<file path="src/hw/acsc_pkg.sv">
/*
  constants, pin indices and state types of the converter sequence and serial read-out controller.
  assumes one 10 mhz system clock that stands in for the converter master clock, one cycle per master clock.
*/
// Contract
// - ready falls after wake-up: 1536 clocks, 1200 clocks with the internal oscillator
// - calibrate rise: ready falls 85218 clocks later
// - calibrate high at reset release also calibrates
// - conversion starts within two clocks of convert
// - start to ready falling within 84 clocks
// - convert held low: result every 80 clocks
// - ready tied to convert: period 82 clocks
// - ready falls when each conversion completes
// - role select picks clock master or slave
// - master mode: msb stable before ready falls
// - master: ready rises 8 clocks after last rise
// - master: first clock rise 8 after select
// - select high: data and clock high impedance
// - slave: ready rises after final host falling edge
package acsc_pkg;

  ////////////////////////////////////////////////////////////////////////////
  // widths and fifo depth
  localparam int WORD_W_DEF = 16;
  localparam int FIFO_DEPTH_DEF = 16;
  localparam int CNT_W = 17;
  localparam int TX_CNT_W = 4;

  ////////////////////////////////////////////////////////////////////////////
  // timing, master clock cycles unless named otherwise
  localparam int CLK_PERIOD_NS = 100;
  localparam int WAKE_EXT_MCLK = 1536;
  localparam int WAKE_INT_US = 120;
  localparam int WAKE_INT_CYC = (WAKE_INT_US * 1000) / CLK_PERIOD_NS;
  localparam int CAL_MCLK = 85218;
  localparam int SYNC_LAT = 2;
  localparam int CONVERT_N_START_MAX = 2;
  localparam int CONVERT_N_PERIOD = 80;
  localparam int CONVERT_N_TIE_PERIOD = 82;
  localparam int CONVERT_N_MAX = 84;
  localparam int CONVERT_N_PIPE = 4;
  localparam int CONVERT_N_TO_READY = CONVERT_N_TIE_PERIOD - SYNC_LAT - 1;
  localparam int PUSH_AT = CONVERT_N_TO_READY - CONVERT_N_PIPE;
  localparam int MSB_LEAD = 2;
  localparam int SCLK_LEAD = 8;
  localparam int READY_TAIL = 8;
  localparam int SCLK_LEAD_CNT = SCLK_LEAD - SYNC_LAT - 2;
  localparam int TAIL_CNT = READY_TAIL - 2;

  localparam logic [CNT_W-1:0] CONVERT_N_LAST = CNT_W'(CONVERT_N_PERIOD - 1);
  localparam logic [CNT_W-1:0] PUSH_CNT = CNT_W'(PUSH_AT);
  localparam logic [CNT_W-1:0] CAL_SYNC_CNT = CNT_W'(SYNC_LAT + 1);
  localparam logic [CNT_W-1:0] WAKE_EXT_LAST = CNT_W'(WAKE_EXT_MCLK - 1);
  localparam logic [CNT_W-1:0] WAKE_INT_LAST = CNT_W'(WAKE_INT_CYC - 1);
  localparam logic [TX_CNT_W-1:0] LEAD_LAST = TX_CNT_W'(SCLK_LEAD_CNT);
  localparam logic [TX_CNT_W-1:0] TAIL_LAST = TX_CNT_W'(TAIL_CNT);
  localparam logic [1:0] MSB_LEAD_LD = 2'(MSB_LEAD);

  ////////////////////////////////////////////////////////////////////////////
  // synchronised pin indices and their reset levels
  localparam int PIN_COUNT = 7;
  localparam int PIN_CAL = 0;
  localparam int PIN_CONVERT_N = 1;
  localparam int PIN_POL = 2;
  localparam int PIN_ROLE = 3;
  localparam int PIN_OSC = 4;
  localparam int PIN_CS = 5;
  localparam int PIN_SCLK = 6;
  localparam logic [PIN_COUNT-1:0] PIN_RST = 7'h22;

  ////////////////////////////////////////////////////////////////////////////
  // states
  typedef enum logic [1:0] {ST_WAKE, ST_CAL, ST_IDLE, ST_CONVERT_N} acsc_state_t;
  typedef enum logic [1:0] {TX_IDLE, TX_LEAD, TX_SHIFT, TX_TAIL} acsc_tx_t;

endpackage
</file>
<file path="src/hw/acsc_ctrl.sv">
/*
  conversion sequencer and serial read-out port: wake-up, calibration, conversion timing,
  ready signalling, master or slave serial clocking, results buffered in a fifo.
  assumes the filter result arrives on sample_data in the system clock domain; all pins are asynchronous.
*/
`timescale 1ns/10ps
module acsc_ctrl
  import acsc_pkg::*;
#(
  parameter int CAL_CYCLES = CAL_MCLK,
  parameter int WORD_W = WORD_W_DEF,
  parameter int FIFO_DEPTH = FIFO_DEPTH_DEF
) (
  // clock and reset
  input wire logic clk_sys,
  input wire logic rst_n,
  // control pins
  input wire logic cal_req,
  input wire logic convert_n,
  input wire logic polarity_select,
  input wire logic port_role_select,
  input wire logic use_internal_osc,
  // filter result
  input wire logic [WORD_W-1:0] sample_data,
  // serial port
  input wire logic chip_sel_n,
  input wire logic sclk_in,
  output logic ready_n,
  output logic serial_out,
  output logic serial_out_oe,
  output logic sclk_out,
  output logic sclk_out_oe
);

  localparam int IDX_W = $clog2(WORD_W);

  if (WORD_W < 2 || (1 << IDX_W) != WORD_W || CAL_CYCLES <= SYNC_LAT + 1 ||
      CAL_CYCLES >= (1 << CNT_W)) begin : g_bad_param
    $error("word width must be a power of two and calibration count must fit the counter");
  end

  localparam logic [CNT_W-1:0] CAL_LAST = CNT_W'(CAL_CYCLES - 1);
  localparam logic [IDX_W-1:0] IDX_LAST = IDX_W'(WORD_W - 1);

  function automatic logic [WORD_W-1:0] code_word(input logic [WORD_W-1:0] d, input logic bipolar);
    code_word = bipolar ? d : {~d[WORD_W-1], d[WORD_W-2:0]};
  endfunction

  function automatic logic pick_bit(input logic [WORD_W-1:0] w, input logic [IDX_W-1:0] idx);
    pick_bit = w[IDX_LAST - idx];
  endfunction

  ////////////////////////////////////////////////////////////////////////////
  // pin synchronisers
  logic [PIN_COUNT-1:0] pins_in;
  logic [PIN_COUNT-1:0] syn1_r;
  logic [PIN_COUNT-1:0] syn2_r;
  logic [PIN_COUNT-1:0] syn3_r;

  assign pins_in = {sclk_in, chip_sel_n, use_internal_osc, port_role_select, polarity_select, convert_n, cal_req};

  always_ff @(posedge clk_sys or negedge rst_n) begin
    if (!rst_n) begin
      syn1_r <= PIN_RST;
      syn2_r <= PIN_RST;
      syn3_r <= PIN_RST;
    end else begin
      syn1_r <= pins_in;
      syn2_r <= syn1_r;
      syn3_r <= syn2_r;
    end
  end

  logic cal_rise;
  logic convert_n_low;
  logic cs_low;
  logic master;
  logic sclk_fall;

  assign cal_rise = syn2_r[PIN_CAL] && !syn3_r[PIN_CAL];
  assign convert_n_low = !syn2_r[PIN_CONVERT_N];
  assign cs_low = !syn2_r[PIN_CS];
  assign master = syn2_r[PIN_ROLE];
  assign sclk_fall = !syn2_r[PIN_SCLK] && syn3_r[PIN_SCLK];

  ////////////////////////////////////////////////////////////////////////////
  // sequencer
  acsc_state_t state_r;
  acsc_state_t state_nxt;
  logic [CNT_W-1:0] cnt_r;
  logic [CNT_W-1:0] cnt_nxt;
  logic [CNT_W-1:0] wake_last;
  logic set_done;
  logic convert_n_start;
  logic push_now;
  logic push_stall;
  logic fifo_in_ready;
  logic pol_r;

  assign wake_last = syn2_r[PIN_OSC] ? WAKE_INT_LAST : WAKE_EXT_LAST;
  assign convert_n_start = (state_r == ST_IDLE) && convert_n_low && !cal_rise;
  assign push_now = (state_r == ST_CONVERT_N) && (cnt_r == PUSH_CNT);
  assign push_stall = push_now && !fifo_in_ready;

  always_comb begin
    state_nxt = state_r;
    cnt_nxt = cnt_r + 1'b1;
    set_done = 1'b0;
    case (state_r)
      ST_WAKE: begin
        if (cnt_r == wake_last) begin
          state_nxt = ST_IDLE;
          set_done = 1'b1;
        end
      end
      ST_CAL: begin
        if (cnt_r == CAL_LAST) begin
          state_nxt = ST_IDLE;
          set_done = 1'b1;
        end
      end
      ST_IDLE: begin
        cnt_nxt = '0;
        if (convert_n_start) begin
          state_nxt = ST_CONVERT_N;
        end
      end
      ST_CONVERT_N: begin
        if (push_stall) begin
          cnt_nxt = cnt_r;
        end else if (cnt_r == CONVERT_N_LAST) begin
          cnt_nxt = '0;
          if (!convert_n_low) begin
            state_nxt = ST_IDLE;
          end
        end
      end
      default: begin
        state_nxt = ST_IDLE;
        cnt_nxt = '0;
      end
    endcase
    // high at release also rises here
    if (cal_rise) begin
      state_nxt = ST_CAL;
      cnt_nxt = CAL_SYNC_CNT;
      set_done = 1'b0;
    end
  end

  always_ff @(posedge clk_sys or negedge rst_n) begin
    if (!rst_n) begin
      state_r <= ST_WAKE;
      cnt_r <= '0;
      pol_r <= 1'b0;
    end else begin
      state_r <= state_nxt;
      cnt_r <= cnt_nxt;
      if (convert_n_start) begin
        pol_r <= syn2_r[PIN_POL];
      end
    end
  end

  ////////////////////////////////////////////////////////////////////////////
  // result buffer
  logic fifo_out_valid;
  logic [WORD_W-1:0] fifo_out_data;
  logic has_data_r;
  logic load;

  assign load = fifo_out_valid && !has_data_r;

  acsc_fifo #(
    .WIDTH(WORD_W),
    .DEPTH(FIFO_DEPTH)
  ) u_fifo (
    .clk_sys(clk_sys),
    .rst_n(rst_n),
    .in_valid(push_now),
    .in_ready(fifo_in_ready),
    .in_data(code_word(sample_data, pol_r)),
    .out_valid(fifo_out_valid),
    .out_ready(!has_data_r),
    .out_data(fifo_out_data)
  );

  ////////////////////////////////////////////////////////////////////////////
  // serial transmitter
  acsc_tx_t tx_r;
  acsc_tx_t tx_nxt;
  logic [TX_CNT_W-1:0] tcnt_r;
  logic [TX_CNT_W-1:0] tcnt_nxt;
  logic [IDX_W-1:0] idx_r;
  logic [IDX_W-1:0] idx_nxt;
  logic sclk_r;
  logic sclk_nxt;
  logic tx_done;
  logic tx_go;
  logic ready_n_r;
  logic [WORD_W-1:0] word_r;
  logic [WORD_W-1:0] word_cur;

  assign tx_go = has_data_r && !ready_n_r && cs_low;
  assign word_cur = load ? fifo_out_data : word_r;

  always_comb begin
    tx_nxt = tx_r;
    tcnt_nxt = tcnt_r + 1'b1;
    idx_nxt = idx_r;
    sclk_nxt = 1'b0;
    tx_done = 1'b0;
    case (tx_r)
      TX_IDLE: begin
        tcnt_nxt = '0;
        idx_nxt = '0;
        if (tx_go) begin
          tx_nxt = master ? TX_LEAD : TX_SHIFT;
        end
      end
      TX_LEAD: begin
        if (tcnt_r == LEAD_LAST) begin
          tx_nxt = TX_SHIFT;
          sclk_nxt = 1'b1;
        end
      end
      TX_SHIFT: begin
        tcnt_nxt = '0;
        if (master) begin
          sclk_nxt = !sclk_r;
          if (sclk_r && idx_r == IDX_LAST) begin
            tx_nxt = TX_TAIL;
          end else if (sclk_r) begin
            idx_nxt = idx_r + 1'b1;
          end
        end else if (sclk_fall) begin
          if (idx_r == IDX_LAST) begin
            tx_nxt = TX_IDLE;
            tx_done = 1'b1;
          end else begin
            idx_nxt = idx_r + 1'b1;
          end
        end
      end
      TX_TAIL: begin
        if (tcnt_r == TAIL_LAST) begin
          tx_nxt = TX_IDLE;
          tx_done = 1'b1;
        end
      end
      default: begin
        tx_nxt = TX_IDLE;
      end
    endcase
    if (!cs_low) begin
      tx_nxt = TX_IDLE;
      idx_nxt = '0;
      sclk_nxt = 1'b0;
      tx_done = 1'b0;
    end
  end

  always_ff @(posedge clk_sys or negedge rst_n) begin
    if (!rst_n) begin
      tx_r <= TX_IDLE;
      tcnt_r <= '0;
      idx_r <= '0;
      sclk_r <= 1'b0;
    end else begin
      tx_r <= tx_nxt;
      tcnt_r <= tcnt_nxt;
      idx_r <= idx_nxt;
      sclk_r <= sclk_nxt;
    end
  end

  ////////////////////////////////////////////////////////////////////////////
  // ready and held word
  logic [1:0] lead_r;

  always_ff @(posedge clk_sys or negedge rst_n) begin
    if (!rst_n) begin
      word_r <= '0;
      has_data_r <= 1'b0;
      lead_r <= '0;
      ready_n_r <= 1'b1;
    end else begin
      word_r <= word_cur;
      if (load) begin
        has_data_r <= 1'b1;
        lead_r <= MSB_LEAD_LD;
      end else if (lead_r != '0) begin
        lead_r <= lead_r - 1'b1;
      end
      if (tx_done) begin
        has_data_r <= 1'b0;
        ready_n_r <= 1'b1;
      end else if (lead_r == 2'h1 || (set_done && !has_data_r)) begin
        ready_n_r <= 1'b0;
      end else if (convert_n_start && !has_data_r) begin
        ready_n_r <= 1'b1;
      end
    end
  end

  ////////////////////////////////////////////////////////////////////////////
  // pin drivers
  logic serial_out_r;
  logic serial_out_oe_r;
  logic sclk_out_oe_r;

  always_ff @(posedge clk_sys or negedge rst_n) begin
    if (!rst_n) begin
      serial_out_r <= 1'b0;
      serial_out_oe_r <= 1'b0;
      sclk_out_oe_r <= 1'b0;
    end else begin
      serial_out_r <= pick_bit(word_cur, idx_nxt);
      serial_out_oe_r <= cs_low;
      sclk_out_oe_r <= cs_low && master;
    end
  end

  assign ready_n = ready_n_r;
  assign serial_out = serial_out_r;
  assign serial_out_oe = serial_out_oe_r;
  assign sclk_out = sclk_r;
  assign sclk_out_oe = sclk_out_oe_r;

  ////////////////////////////////////////////////////////////////////////////
  // checks
  localparam int A_CONVERT_N = CONVERT_N_MAX;
  localparam int A_LEAD = SCLK_LEAD_CNT + 1;
  localparam int A_TAIL = READY_TAIL;
endmodule

</file>
<file path="src/hw/acsc_fifo.sv">
/*
  result fifo of flip-flops, width and depth as parameters, valid and ready on both sides.
  assumes one clock and an asynchronous active low reset shared with the writer and reader.
*/
`timescale 1ns/10ps
module acsc_fifo #(
  parameter int WIDTH = 16,
  parameter int DEPTH = 16
) (
  // clock and reset
  input wire logic clk_sys,
  input wire logic rst_n,
  // fill side
  input wire logic in_valid,
  output logic in_ready,
  input wire logic [WIDTH-1:0] in_data,
  // drain side
  output logic out_valid,
  input wire logic out_ready,
  output logic [WIDTH-1:0] out_data
);

  localparam int AW = $clog2(DEPTH);

  if (DEPTH < 2 || (1 << AW) != DEPTH || WIDTH < 1) begin : g_bad_size
    $error("fifo depth must be a power of two of at least two");
  end

  logic [WIDTH-1:0] mem_r [DEPTH];
  logic [AW:0] wr_ptr_r;
  logic [AW:0] rd_ptr_r;
  logic full;
  logic empty;
  logic do_wr;
  logic do_rd;

  ////////////////////////////////////////////////////////////////////////////
  // status
  assign empty = (wr_ptr_r == rd_ptr_r);
  assign full = (wr_ptr_r[AW] != rd_ptr_r[AW]) && (wr_ptr_r[AW-1:0] == rd_ptr_r[AW-1:0]);
  assign in_ready = !full;
  assign out_valid = !empty;
  assign out_data = mem_r[rd_ptr_r[AW-1:0]];
  assign do_wr = in_valid && !full;
  assign do_rd = out_ready && !empty;

  ////////////////////////////////////////////////////////////////////////////
  // pointers
  always_ff @(posedge clk_sys or negedge rst_n) begin
    if (!rst_n) begin
      wr_ptr_r <= '0;
      rd_ptr_r <= '0;
    end else begin
      if (do_wr) begin
        wr_ptr_r <= wr_ptr_r + 1'b1;
      end
      if (do_rd) begin
        rd_ptr_r <= rd_ptr_r + 1'b1;
      end
    end
  end

  // storage
  always_ff @(posedge clk_sys) begin
    if (do_wr) begin
      mem_r[wr_ptr_r[AW-1:0]] <= in_data;
    end
  end

endmodule

</file>
<file path="config.mk">
export PLATFORM = sky130hd
export DESIGN_NAME = acsc_ctrl
export DESIGN_NICKNAME = d
export VERILOG_FILES = /design/src/hw/acsc_pkg.sv /design/src/hw/acsc_ctrl.sv /design/src/hw/acsc_fifo.sv
export SDC_FILE = /design/constraint.sdc
export NUM_CORES = 1
export LEC_CHECK = 0
export BUFFER_PORTS_ARGS = -buffer_cell sky130_fd_sc_hd__clkbuf_2
export CORE_MARGIN = 3
export CORE_UTILIZATION = 40
export DETAILED_ROUTE_END_ITERATION = 6
export SLEW_MARGIN = 20
export SYNTH_ARGS = -nofsm -noshare
export SYNTH_HDL_FRONTEND = slang
export SYNTH_SLANG_ARGS = --single-unit
</file>
<file path="constraint.sdc">
create_clock -name clk_sys -period 5 [get_ports clk_sys]
set_input_delay 0.75 -clock clk_sys [delete_from_list [all_inputs] [get_ports clk_sys]]
set_output_delay 0.75 -clock clk_sys [all_outputs]
set_load 0.02 [all_outputs]
</file>
Yosys cells after proc, flatten, opt, wreduce, memory -nomap -nowiden
Memories as Yosys holds them, arrays and structs flattened.
Cells that the tools add are included.
{"block": "word_totals", "reg_bits": 85, "mem_bits_rw": 256, "in_bits": 25, "out_inout_bits": 5, "n_memories": 1}
{"block": "classes", "n_addsub": 7, "order_cmp": 1, "eq_ne": 29, "n_mux": 58, "bitwise_logic": 1, "n_reduce_logical": 35}
{"memory": "u_fifo.mem_r", "words": 16, "word_bits": 16, "read_ports": 1, "rd_ports_with_merged_regs": 0, "wr": 1, "line": "acsc_fifo.sv:29", "text": "logic [WIDTH-1:0] mem_r [DEPTH];"}
{"cell": "17-bit 2-to-1 mux", "n": 3}
{"cell": "2-bit 2-to-1 mux", "n": 18}
{"cell": "17-bit by 7-bit equality test with 1-bit output, second input constant", "n": 2}
{"cell": "17-bit case mux with 2 select lines", "n": 1}
{"cell": "16-bit 2-to-1 mux", "n": 2}
{"cell": "4-bit 2-to-1 mux", "n": 7}
{"cell": "3-bit != test, second input constant", "n": 8}
{"cell": "1-bit 2-to-1 mux", "n": 19}
{"cell": "17-bit by 1-bit adder with 17-bit output, second input constant", "n": 1}
{"cell": "17-bit by 11-bit equality test with 1-bit output", "n": 1}
{"cell": "17-bit equality test, second input constant", "n": 1}
{"cell": "2-bit case mux with 4 select lines", "n": 2}
{"cell": "1-bit logical AND", "n": 15}
{"cell": "4-bit != test, second input constant", "n": 3}
{"cell": "6-bit AND reduction", "n": 2}
{"cell": "5-bit by 1-bit adder with 5-bit output, second input constant", "n": 2}
{"cell": "1-bit zero test", "n": 10}
{"cell": "9-bit 2-to-1 mux", "n": 1}
{"cell": "4-bit by 1-bit adder with 4-bit output, second input constant", "n": 2}
{"cell": "2-bit equality test, second input constant", "n": 4}
{"cell": "4-bit by 3-bit equality test with 1-bit output, second input constant", "n": 2}
{"cell": "4-bit case mux with 2 select lines", "n": 1}
{"cell": "2-bit by 1-bit equality test with 1-bit output, second input constant", "n": 3}
{"cell": "1-bit case mux with 2 select lines", "n": 3}
{"cell": "other kinds (15)", "n": 18}

Logic depth before layout (Yosys ltp)
Gate-level depths: netlist (run 1).
{"block": "depth", "depth_word": 9, "mapped_depth": 12, "mapped_depth_nobuf": 10}

Cells and area by module
Synthesis (run 1) repeated with hierarchy kept, for this count alone.
{"block": "hier_totals", "hier_cells": 777, "hier_area_um2": 13700.6}
{"mod": "acsc_fifo", "instances": 1, "cells_each": 479, "area_each_um2": 10298.6}
{"mod": "acsc_ctrl", "instances": 1, "cells_each": 298, "area_each_um2": 3402.0}

Worst setup path after synthesis (run 1)
No wires, ideal clock.
{"block": "synth_timing", "kind": "reg-to-reg", "start": "reg cnt_r[13]", "end": "mem u_fifo.mem_r[3][0] (enable)", "arrival_time_ps": 2863, "slack_ps": 1727, "path_stages_with_launch": 7, "synth_period_minus_slack_ps": 3273, "cell_sequence": "dfrtp_1 > or3_1 > nor4_1 > nand3_1 > nor2_1 > nand2_1 > nor3_1"}
{"block": "synth_between", "elab_chain_cells": 5}
{"element": "start, declared", "line": "acsc_ctrl.sv:90", "text": "logic [CNT_W-1:0] cnt_r;"}
{"element": "start signal, assigned", "line": "acsc_ctrl.sv:158", "text": "cnt_r <= cnt_nxt;"}
{"element": "17-bit by 7-bit equality test with 1-bit output", "line": "acsc_ctrl.sv:102", "text": "assign push_now = (state_r == ST_CONVERT_N) && (cnt_r == PUSH_CNT);"}
{"element": "1-bit logical AND", "line": "acsc_ctrl.sv:102"}
{"element": "1-bit logical AND", "line": "acsc_fifo.sv:44", "text": "assign do_wr = in_valid && !full;"}
{"element": "1-bit 2-to-1 mux", "line": "acsc_fifo.sv:65", "text": "if (do_wr) begin"}
{"element": "1-bit 2-to-1 mux (implied by the code)", "line": "acsc_fifo.sv:66", "text": "mem_r[wr_ptr_r[AW-1:0]] <= in_data;"}
{"element": "end, declared", "line": "acsc_fifo.sv:29"}
Every way passes these cells.

Worst setup path after layout (run 1)
{"block": "layout_timing", "start": "reg cnt_r[13]", "end": "mem u_fifo.mem_r[9][7] (enable)"}
Same word-level chain as after synthesis.

==> metrics.md, run 1 <==
| Metric | Value |
|---|---|
| Vias in the first global route | `7304` |
| Crit path max fanout | `9` |
| IO Pins | `30` |
| Clock Skew | `0.0250 ns` |
| CP arrival | `3.47 ns` |
| IO Port Bufs | `29` |
| Syn Inst Count | `slightly below 800` |
| Clock sink total | `336` |
| Setup crit end kind | `flip-flop` |
| Syn_nets | `between 800 and 900` |
| Layout cells sized above 1 | `23.6%` |
| Seq/Total Area, Yosys | `approximately 70%` |
| Vias | `between 7000 and 8000` |
| Clock Tree Buf Depth | `3` |
| Synth area leaders | `edfxtp_1 56%, dfrtp_1 14%, mux4_2 10%, ha_1 1.6%, nand2_1 1.5%` |
| PwrDens | `358 nW/um^2` |
| Rows | `67` |
| Fin crit share | `65.3%` |
| Asr flop ratio synth | `23.8%` |
| Clock transition at path regs | `0.06 ns` |
| Full die area | `36400 um^2` |
| Hold Path Class | `input port to asynchronous set/reset pin` |
| Worst-skew pair later-pin latency | `0.52 ns` |
| Yosys reg bits | `roughly 340` |
| Leading cell type in the layout, fill and taps excluded | `edfxtp_1` |
| Run status | `finished, final reports clean` |
| FF-to-FF End | `u_fifo.mem_r[9][7]$_DFFE_PP_` |
| Initial antenna violation count | `0` |
| Finish-stage setup viols | `0` |
| Setup_tns | `0 ns` |
| TritonCTS Buffers | `35` |
| Yosys warns | `0` |
| 1st-iter DRT viols | `552` |
| Number of flops mapped to enable cells by yosys | `256` |
| Max Cap Violations | `0` |
| R2r startpoint | `cnt_r[13]$_DFFE_PN0N_` |
| Unrepaired setup endpoints after global routing | `no` |
| Cell family with the largest share of critical-path delay | `simple AND/OR/NAND/NOR gates` |
| Antenna Cells | `0` |
| Pleak | `between 5 and 6 nW` |
| Routed Antenna Nets | `0` |
| Measured slew at the worst slew-check pin | `1.01 ns` |
| Critical setup path kind | `flip-flop to flip-flop` |
| Residual DRC count | `0` |
| Worst r2r path cells | `7` |
| Wire per inst | `~21 um` |
| Die height | `191 um` |
| Chip Width | `approximately 190 um` |
| Total global-route track usage | `15.8%` |
| Min Tclk post-route | `~3.3 ns` |
| CTS tree | `yes` |
| Syn_area_per_cell | `17.5 um^2` |
| Post-layout nets | `878` |
| Commonest non-fill, non-tap cells in the layout | `256 x edfxtp_1, 73 x dfrtp_1, 63 x mux4_2` |
| Crit-path slowest cell | `nor2_2` |
| PostCTS Resize Cnt | `0` |
| Pin count of the biggest net entering global routing | `slightly above 80` |
| Core ar. | `33600 um^2` |
| Fmax | `between 300 and 400 MHz` |
| Grt ovf | `0` |
| Worst EP required | `5.20 ns` |
| Max transition margin | `32.8%` |
| DRT Pass-1 Iters | `5` |
| Cell taking the most area after synthesis | `edfxtp_1` |
| Root buf cell | `clkbuf_16` |
| First-pass GRT wire length | `43500 um` |
| Crit path cell chain | `or3_1, nor4_1, nand3_1, nor2_1, nand2_1, nor2_2, buf_4` |
| Worst VDD drop | `0.000217 V` |
| Initial core utilization | `between 40% and 50%` |
| Dpl hpwl | `16500 um` |
| Routability Congestion | `0.750` |
| Post-DR vias/cell | `5.40` |
| Main synth FF type | `edfxtp_1` |
| CP max stage delay | `0.59 ns` |
| Htree depth | `2` |
| Fin. max-slew vios | `0` |
| Hold buffer count at CTS | `0` |
| CP bufs+invs | `1` |
| R2r setup slk | `around 1.7 ns` |
| Synth-to-layout area growth | `13.1%` |
| Drt total wl | `about 28000 um` |
| CP Launch Type | `flip-flop` |
| Cell variety after synth | `66` |
| Power after layout | `5.53 mW` |
| Mapped cell area | `13700 um^2` |
| Post-synth top area share | `a little under three fifths` |
| Fin. Hold Viols | `0` |
| Post-CTS setup buffers | `0` |
==> kinds of logic after synthesis <==
kind of cell,count (synthesis),share of synthesized area (%)
buffers and inverters,55,1.97
DFF,336,70.9
xor gates and xnor gates,32,2.05
muxes,85,12.7
adders and majority gates,17,1.56
and+or+nand+nor,193,7.33
AOI/OAI and AO/OA,65,3.45
==> report_power, final <==
part,total [mW],switching [mW],internal (mW)
sequential,3.06,0.0245,3.03
clock,2.37,1.03,1.33
combinational,0.107,0.0696,0.0371
==> worst max-delay path by stage <==
stage | end | cells past startpoint | slack, ns | startpoint
global route | u_fifo.mem_r[1][4]$_DFFE_PP_ | 7 | 1.44 | cnt_r[12]$_DFFE_PN0N_
finish | u_fifo.mem_r[9][7]$_DFFE_PP_ | 7 | 1.73 | cnt_r[13]$_DFFE_PN0N_
floorplan | u_fifo.mem_r[3][0]$_DFFE_PP_ | 6 | 1.73 | cnt_r[13]$_DFFE_PN0N_
CTS | u_fifo.mem_r[1][4]$_DFFE_PP_ | 7 | 1.69 | cnt_r[13]$_DFFE_PN0N_
global placement | u_fifo.mem_r[1][5]$_DFFE_PP_ | 7 | 1.71 | cnt_r[13]$_DFFE_PN0N_
detailed placement | u_fifo.mem_r[1][0]$_DFFE_PP_ | 7 | 1.71 | cnt_r[13]$_DFFE_PN0N_
==> synthesized netlist by cell type, types with 4 or more instances <==
| master | number |
|---|---|
| o21ai_0 | 6 |
| or3_1 | 6 |
| mux4_1 | 5 |
| o22ai_1 | 9 |
| inv_1 | 17 |
| mux2i_1 | 7 |
| xor2_1 | 15 |
| nor2_1 | 46 |
| nand3_1 | 11 |
| nand2b_1 | 6 |
| a211oi_1 | 9 |
| and3_1 | 4 |
| nor2b_1 | 14 |
| xnor2_1 | 17 |
| ha_1 | 17 |
| buf_2 | 10 |
| nand2_1 | 53 |
| edfxtp_1 | 256 |
| dfrtp_1 | 75 |
| nor3_1 | 14 |
| nand3b_1 | 6 |
| nand4_1 | 11 |
| mux4_2 | 63 |
| dfstp_2 | 5 |
| mux2_2 | 9 |
| clkbuf_1 | 17 |
| o31ai_1 | 7 |
| a21oi_1 | 10 |
==> cell type report <==
type,instances,area [um^2]
clock buffer,47,942
clock inverter,17,92.6
fill,2885,18200
inverter,19,71.3
multi-input combinational,392,3750
sequential,336,9700
tap,448,561
timing repair buffer,52,337
==> layer usage <==
| metal | wire, um | vias to the layer above | share of wire [%] | global-route usage (%) |
|---|---|---|---|---|
| met5 | 0 | - | 0 | 0 |
| met4 | 669 | 0 | 2.4 | 4.69 |
| met3 | 1520 | 43 | 5.4 | 2.74 |
| met2 | 13100 | 191 | 46 | 24.5 |
| met1 | 12800 | 3686 | 46 | 23.0 |
| li1 | - | 3157 | - | - |
==> worst reg2reg max path, stage by stage, from the launching register on <==
cell and delay [ns]:
dfrtp_1 0.41, or3_1 0.42, nor4_1 0.34, nand3_1 0.13
nor2_1 0.48, nand2_1 0.28, nor2_2 0.59, buf_4 0.32
==> sequential cells by signal, summed over array words and instances (netlist names), 2 cells and up <==
register	flops
syn1_r	7
lead_r	2
state_r	2
syn2_r	7
u_fifo.rd_ptr_r	5
u_fifo.wr_ptr_r	5
tcnt_r	4
tx_r	2
word_r	16
syn3_r	2
u_fifo.mem_r	256
cnt_r	17
idx_r	4
==> per-stage QoR <==
stage	worst slack, ns	hold WS (ns)	area [um^2]	std cells	utilization [%]
4_1_cts	1.69	0.307	15500	1311	46.0
3_5_place_dp	1.71	0.337	14400	1247	42.9
3_3_place_gp	1.71	0.333	14400	1247	42.9
2_1_floorplan	1.73	0.331	13700	783	-
5_1_grt	1.44	0.307	15500	1311	46.0
6_report	1.73	0.279	15500	1311	46.0
Power figures use the tool's default switching activity.
==> run 2, diff against run 1 <==
Settings changed: ABC_AREA set to 1.
Clock period 5 ns to 3.2 ns, I/O delays scaled along.
==> run 2 against run 1 <==
Net effect: global-route usage grew 2.7 points; design area grew 6.6%; worst setup slack lost 1.1 ns; die area grew 6.9%; wire length grew 26%; clock skew shrank 0.0097 ns.
==> metrics.md, run 2 <==
| Metric | Value |
|---|---|
| Fin. max-slew vios | `0 (unchanged)` |
| Fin crit share | `81.4% (+16 points)` |
| Unrepaired setup endpoints after global routing | `no` |
| # fillers | `3258 (+13%)` |
| Rows | `69 (+3.0%)` |
| Main synth FF type | `edfxtp_1` |
| PwrDens | `574 nW/um^2 (+60%)` |
| CP arrival | `3.02 ns (-0.45 ns)` |
| Max Cap Violations | `0 (unchanged)` |
| Simple-gate share of the synthesized area | `22.0% (+15 points)` |
| Setup_tns | `0 ns (unchanged)` |
| Wire per inst | `18.4 um (-14%)` |
| Largest family of logic cells by synthesized area | `simple AND/OR/NAND/NOR gates` |
| Worst VDD drop | `0.000451 V (+110%)` |
| Core ar. | `35800 um^2 (+6.6%)` |
| DRT Pass-1 Iters | `5 (unchanged)` |
| Synth-to-layout area growth | `12.5%` |
| Max transition margin | `41.9% (+9.1 points)` |
| TritonCTS Buffers | `36 (+2.9%)` |
| Crit-path slowest cell | `buf_4` |
| Crit path max fanout | `66 (+57)` |
| Leading cell type in the layout, fill and taps excluded | `nand2_1` |
| Worst-skew pair later-pin latency | `0.52 ns (about the same)` |
| Layout cells sized above 1 | `11.6% (-12 points)` |
| Residual DRC count | `0 (unchanged)` |
| Hold buffer count at CTS | `0 (unchanged)` |
| Die height | `197 um (+3.4%)` |
| Mapped cell area | `14600 um^2 (+7.2%)` |
| Most frequent cell after synthesis | `nand2_1` |
| IO Pins | `30 (unchanged)` |
| Fin. Hold Viols | `0 (unchanged)` |
| Commonest non-fill, non-tap cells in the layout | `373 x nand2_1, 256 x edfxtp_1, 170 x nand3_1` |
| Run status | `finished, final reports clean` |
| CTS tree | `yes` |
| Chip Width | `197 um (+3.4%)` |
| Finish-stage setup viols | `0 (unchanged)` |
| Post-layout nets | `1485 (+69%)` |
| IO Port Bufs | `29 (unchanged)` |
| CP Launch Type | `flip-flop` |
| Adder-cell area share of the yosys netlist | `1.45% (-0.10 points)` |
| Setup crit end kind | `flip-flop` |
| Post-synthesis compound-gate area fraction | `3.90% (+0.45 points)` |
| Seq/Total Area, Yosys | `66.2% (-4.8 points)` |
| Routed Antenna Nets | `0 (unchanged)` |
| Clock sink total | `336 (unchanged)` |
| 1st-iter DRT viols | `816 (+48%)` |
| Root buf cell | `clkbuf_16` |
| Dpl hpwl | `21100 um (+28%)` |
| Syn_area_per_cell | `10.5 um^2 (-40%)` |
| Initial antenna violation count | `0 (unchanged)` |
| Syn Inst Count | `1398 (+79%)` |
| Cell taking the most area after synthesis | `edfxtp_1` |
| Synth area leaders | `edfxtp_1 52%, dfrtp_1 13%, nand2_1 9.6%, nand3_1 5.8%, nor2_1 4.1%` |
| Cell variety after synth | `49 (-26%)` |
| Cell family with the largest share of critical-path delay | `simple AND/OR/NAND/NOR gates` |
| Clock transition at path regs | `0.06 ns (about the same)` |
| Mux cell area share after synthesis | `0.0769% (-13 points)` |
| Post-Synth XOR/XNOR Area | `0.957% (-1.1 points)` |
| Post-CTS setup buffers | `0 (unchanged)` |
| Largest register FFs | `256 (unchanged)` |
| Fmax | `384 MHz (+25%)` |
| Hold Path Class | `input port to flip-flop` |
| CP max stage delay | `0.70 ns (+0.11 ns)` |
| Vias | `9959 (+41%)` |
| Grt ovf | `0 (unchanged)` |
| WHS | `0.0609 ns (-0.219 ns)` |
| Htree depth | `2 (unchanged)` |
| Measured slew at the worst slew-check pin | `0.872 ns (-0.136 ns)` |
| Critical setup path kind | `flip-flop to flip-flop` |
| Post-DR vias/cell | `5.17 (-4.3%)` |
| Yosys reg bits | `336 (unchanged)` |
| Routability Congestion | `0.831 (+11%)` |
| Worst EP required | `3.61 ns (-1.59 ns)` |
| Asr flop ratio synth | `23.8% (unchanged)` |
| Clock Skew | `0.0153 ns (-0.00971 ns)` |
| Full die area | `39000 um^2 (+6.9%)` |
| PostCTS Resize Cnt | `0 (unchanged)` |
| Yosys warns | `0 (unchanged)` |
| Vias in the first global route | `9836 (+35%)` |
| Post-synth top area share | `52.5% (-3.8 points)` |
| Total global-route track usage | `18.4% (+2.7 points)` |
| Crit path cell chain | `buf_4, nor2_1, o21ai_0, nand3_1, nand3_1, nand2_1, nand2_1, nand3_1, nand3_1, nand3_1, nand3_1, nand2_1` |
| Initial core utilization | `40.9% (+0.23 points)` |
| Post-synth top cells | `373 x nand2_1, 256 x edfxtp_1, 170 x nand3_1, 160 x nor2_1, 106 x inv_1` |
| CP bufs+invs | `1 (unchanged)` |
| First-pass GRT wire length | `56100 um (+29%)` |
| Syn_nets | `1440 (+75%)` |
| Pin count of the biggest net entering global routing | `124 (+53%)` |
| Pleak | `6.68 nW (+26%)` |
| Drt total wl | `35500 um (+26%)` |
| Most used cell, CP | `nand3_1` |
| Min Tclk post-route | `2.61 ns (-0.662 ns)` |
| Antenna Cells | `0 (unchanged)` |
| Clock Tree Buf Depth | `3 (unchanged)` |
| Number of flops mapped to enable cells by yosys | `256 (unchanged)` |
==> run 2: cell count changes after synthesis, moves of 14 or more <==
cell / previous run / this run
mux4_2: 63 / 0
buf_2: 10 / 25
nand2_1: 53 / 373
o21ai_0: 6 / 68
nor2_1: 46 / 160
nand3_1: 11 / 170
nor2b_1: 14 / 0
inv_1: 17 / 106
==> run 2: cells by family (layout without fill, tap and decap cells) <==
family          after synthesis  in the layout
mux                           1              1
fa+ha+maj                    17             17
flops                       336            336
compound gates              105            105
simple gates                749            749
buf+inv                     174            243
xor+xnor                     16             16
==> run 2: worst paths after layout <==
path	end	from	cells past startpoint	slack, ns
setup / recovery	serial_out$_DFF_PN0_	u_fifo.rd_ptr_r[1]$_DFFE_PN0N_	12	0.59
hold reg to reg	syn2_r[3]$_DFF_PN0_	syn1_r[3]$_DFF_PN0_	0	0.35
max in group asynchronous	has_data_r$_DFFE_PN0P_	rst_n	2	2.45
setup reg to reg	serial_out$_DFF_PN0_	u_fifo.rd_ptr_r[1]$_DFFE_PN0N_	12	0.59
hold / removal	syn1_r[5]$_DFF_PN1_	chip_sel_n	1	0.06
min in group asynchronous	cnt_r[9]$_DFFE_PN0N_	rst_n	1	0.07
==> run 2: routing by layer <==
layer	vias to the layer above	track usage, %	part of all wire [%]
li1	4773	-	-
met1	4847	25.8	45
met2	279	30.2	47
met3	60	3.07	6.0
met4	0	4.70	1.9
met5	-	0	0
==> run 2: final cells by class <==
cell class              instances  area, um^2  area share, %
flip-flops and latches        336        9700           58.9
repair buffers                 68         528           3.20
clock inverters                12        53.8          0.326
multi-input cells             888        4200           25.5
inverters                     113         428           2.60
well taps                     461         577           3.50
clock buffers                  50         995           6.04
==> run 2: power breakdown <==
part	internal (mW)	switching [mW]	leakage (nW)
clock network	2.16	1.61	0.510
logic	0.227	0.482	2.82
registers	4.88	0.0968	3.35
total	7.26	2.19	6.68
==> run 2: stage by stage <==
stage	utilization (%)	area (um^2)	std cells	worst slack [ns]	total power, mW
after floorplan	-	14600	1398	0.880	5.52
after global placement	43.1	15400	1866	0.668	5.74
after detailed placement	43.1	15400	1866	0.632	5.77
after CTS	46.0	16500	1928	0.588	9.54
after global routing	46.0	16500	1928	0.400	9.84
final	46.0	16500	1928	0.595	9.45
==> run 2: worst register-to-register path, delay by kind of cell (launching register included) <==
family	cells	cell delay [ns]
flip-flops	1	0.67
AND/OR/NAND/NOR	10	0.96
buffers and inverters	1	0.71
AO/OA/AOI/OAI	1	0.17
==> run 3, diff against run 2 <==
Clock period 3.2 ns to 2.2 ns, I/O delays scaled along.
==> run 3 against run 2 <==
Net effect: worst setup slack got worse by 0.54 ns; maximum frequency is 22% higher; flip-flop and latch count is the same; power increased by 51%; cell count rose by 3.6%; highest routed layer unchanged.
==> metrics.md, run 3 (same netlist as run 2, synthesis figures left out) <==
| Metric | Value |
|---|---|
| Run status | `finished, final reports clean` |
| Die height | `197 um (unchanged)` |
| Pleak | `7.27 nW (+8.8%)` |
| Non-Filler Cell Area, Final | `17700 um^2 (+7.4%)` |
| IO Port Bufs | `29 (unchanged)` |
| Initial core utilization | `40.9% (unchanged)` |
| Dpl ws | `-0.0281 ns (-0.660 ns)` |
| Max Cap Violations | `0 (unchanged)` |
| Post-layout nets | `1552 (+4.5%)` |
| Final WS setup | `0.0559 ns (-0.539 ns)` |
| Dpl hpwl | `22900 um (+8.7%)` |
| TritonCTS Buffers | `37 (+2.8%)` |
| Htree depth | `2 (unchanged)` |
| Synth-to-layout area growth | `20.8%` |
| Finish-stage setup viols | `0 (unchanged)` |
| Layout cells sized above 1 | `16.8% (+5.2 points)` |
| DP Cell Count | `1908 (+2.3%)` |
| Root buf cell | `clkbuf_16` |
| Setup crit end kind | `flip-flop` |
| Min Tclk post-route | `2.14 ns (-0.461 ns)` |
| Fin crit share | `97.5% (+16 points)` |
| Routability Congestion | `0.858 (+3.2%)` |
| Critical setup path kind | `flip-flop to flip-flop` |
| Crit path max fanout | `8 (-88%)` |
| Fmax | `466 MHz (+22%)` |
| Residual DRC count | `0 (unchanged)` |
| Commonest non-fill, non-tap cells in the layout | `361 x nand2_1, 256 x edfxtp_1, 164 x nand3_1` |
| Vias in the first global route | `9935 (+1.0%)` |
| Total global-route track usage | `19.1% (+0.70 points)` |
| Clock sink total | `336 (unchanged)` |
| Initial antenna violation count | `0 (unchanged)` |
| Vias | `10312 (+3.5%)` |
| CP arrival | `2.37 ns (-0.65 ns)` |
| Fin. max-slew vios | `0 (unchanged)` |
| Routed Antenna Nets | `0 (unchanged)` |
| Rows | `69 (unchanged)` |
| Power after layout | `14.3 mW (+51%)` |
| Leading cell type in the layout, fill and taps excluded | `nand2_1` |
| Measured slew at the worst slew-check pin | `0.518 ns (-0.355 ns)` |
| DRT Pass-1 Iters | `5 (unchanged)` |
| Core ar. | `35800 um^2 (unchanged)` |
| Area after DPL | `15900 um^2 (+3.3%)` |
| First-pass GRT wire length | `57400 um (+2.4%)` |
| Wire per inst | `19.4 um (+5.6%)` |
| Clock Skew | `0.0173 ns (+0.00199 ns)` |
| 1st-iter DRT viols | `951 (+17%)` |
| Full die area | `39000 um^2 (unchanged)` |
| Fin. Hold Viols | `0 (unchanged)` |
| Hold Path Class | `input port to flip-flop` |
| Chip Width | `197 um (unchanged)` |
| Pin count of the biggest net entering global routing | `71 (-43%)` |
| Worst VDD drop | `0.000512 V (+13%)` |
| Antenna Cells | `0 (unchanged)` |
| Non-filler cells, final | `1998 (+3.6%)` |
| PwrDens | `808 nW/um^2 (+41%)` |
| Clock Tree Buf Depth | `3 (unchanged)` |
| Drt total wl | `38800 um (+9.5%)` |
| Grt ovf | `0 (unchanged)` |
| IO Pins | `30 (unchanged)` |
| Clock transition at path regs | `0.06 ns (about the same)` |
| Max transition margin | `65.5% (+24 points)` |
| CP Launch Type | `flip-flop` |
| Post-DR vias/cell | `5.16 (about the same)` |
| CTS tree | `yes` |
| Fin util | `49.4% (+3.4 points)` |
| Worst EP required | `2.43 ns (-1.18 ns)` |
| Worst-skew pair later-pin latency | `0.53 ns (about the same)` |
| Largest register FFs | `256 (unchanged)` |
run 3: changes by cell type in the layout (fill, tap and decap cells not counted), sizes merged:
cell / previous run / this run
buf: 40 / 90
dlygate4sd3: 0 / 8
clkinv: 13 / 19
clkbuf: 78 / 83
bufinv: 0 / 2
clkinvlp: 1 / 0
run 3: timing repair:
| action | 4_1_cts | 5_1_grt |
|---|---|---|
| hold buffers | 8 | 0 |
| setup buffers | 0 | 8 |
| setup endpoints to repair | 19 | 229 |
| gates cloned | 0 | 8 |
| gates resized for setup | 0 | 65 |
| hold endpoints to repair | 39 | 0 |
| pin swaps | 0 | 7 |
run 3: metal layers:
layer,vias up,global-route usage [%],part of all wire (%),wire [um]
met1,4981,26.7,44,17000
met5,-,0,0,0
met2,355,30.9,47,18300
met3,62,3.29,6.5,2510
li1,4914,-,-,-
met4,0,5.57,2.6,995
run 3: worst max-delay path, cell delays in order (launching register included):
cell	delay, ns
dfrtp_1	0.41
nor4_4	0.30
nand3_2	0.13
nor3_4	0.22
nand2_2	0.12
clkinv_4	0.12
nand3_4	0.10
nor2_4	0.17
buf_4	0.15
buf_6	0.14
run 3: power by group:
part | switching [mW] | internal, mW
Sequential | 0.130 | 7.09
Combinational | 0.745 | 0.410
Clock | 2.46 | 3.46
Total | 3.33 | 11.0
run 3: through the flow:
| step | hold slack [ns] | setup TNS, ns |
|---|---|---|
| CTS | 0.218 | -0.388 |
| finish | 0.233 | 0 |
| detailed placement | 0.337 | -0.308 |
| global placement | 0.334 | -0.507 |
| global route | 0.259 | -0.116 |
| floorplan | 0.0344 | -24.78 |
run 3: area by class of cell:
cell class | count | area [um^2]
Clock inverter | 19 | 148
Tap cell | 461 | 577
Sequential cell | 336 | 9700
Inverter | 113 | 437
Multi-Input combinational cell | 888 | 4370
Fill cell | 3201 | 18100
Timing Repair Buffer | 134 | 1460
Clock buffer | 47 | 1000
run 3: worst paths after layout:
path	from	end	slack (ns)	cells past startpoint
min in group asynchronous	rst_n	cnt_r[6]$_DFFE_PN0N_	0.33	2
setup / recovery	cnt_r[11]$_DFFE_PN0N_	u_fifo.mem_r[15][15]$_DFFE_PP_	0.06	9
setup reg to reg	cnt_r[11]$_DFFE_PN0N_	u_fifo.mem_r[15][15]$_DFFE_PP_	0.06	9
max in group asynchronous	rst_n	ready_n$_DFFE_PN1P_	1.25	3
hold reg to reg	syn1_r[6]$_DFF_PN0_	syn2_r[6]$_DFF_PN0_	0.35	0
hold / removal	sample_data[10]	u_fifo.mem_r[15][10]$_DFFE_PP_	0.23	1
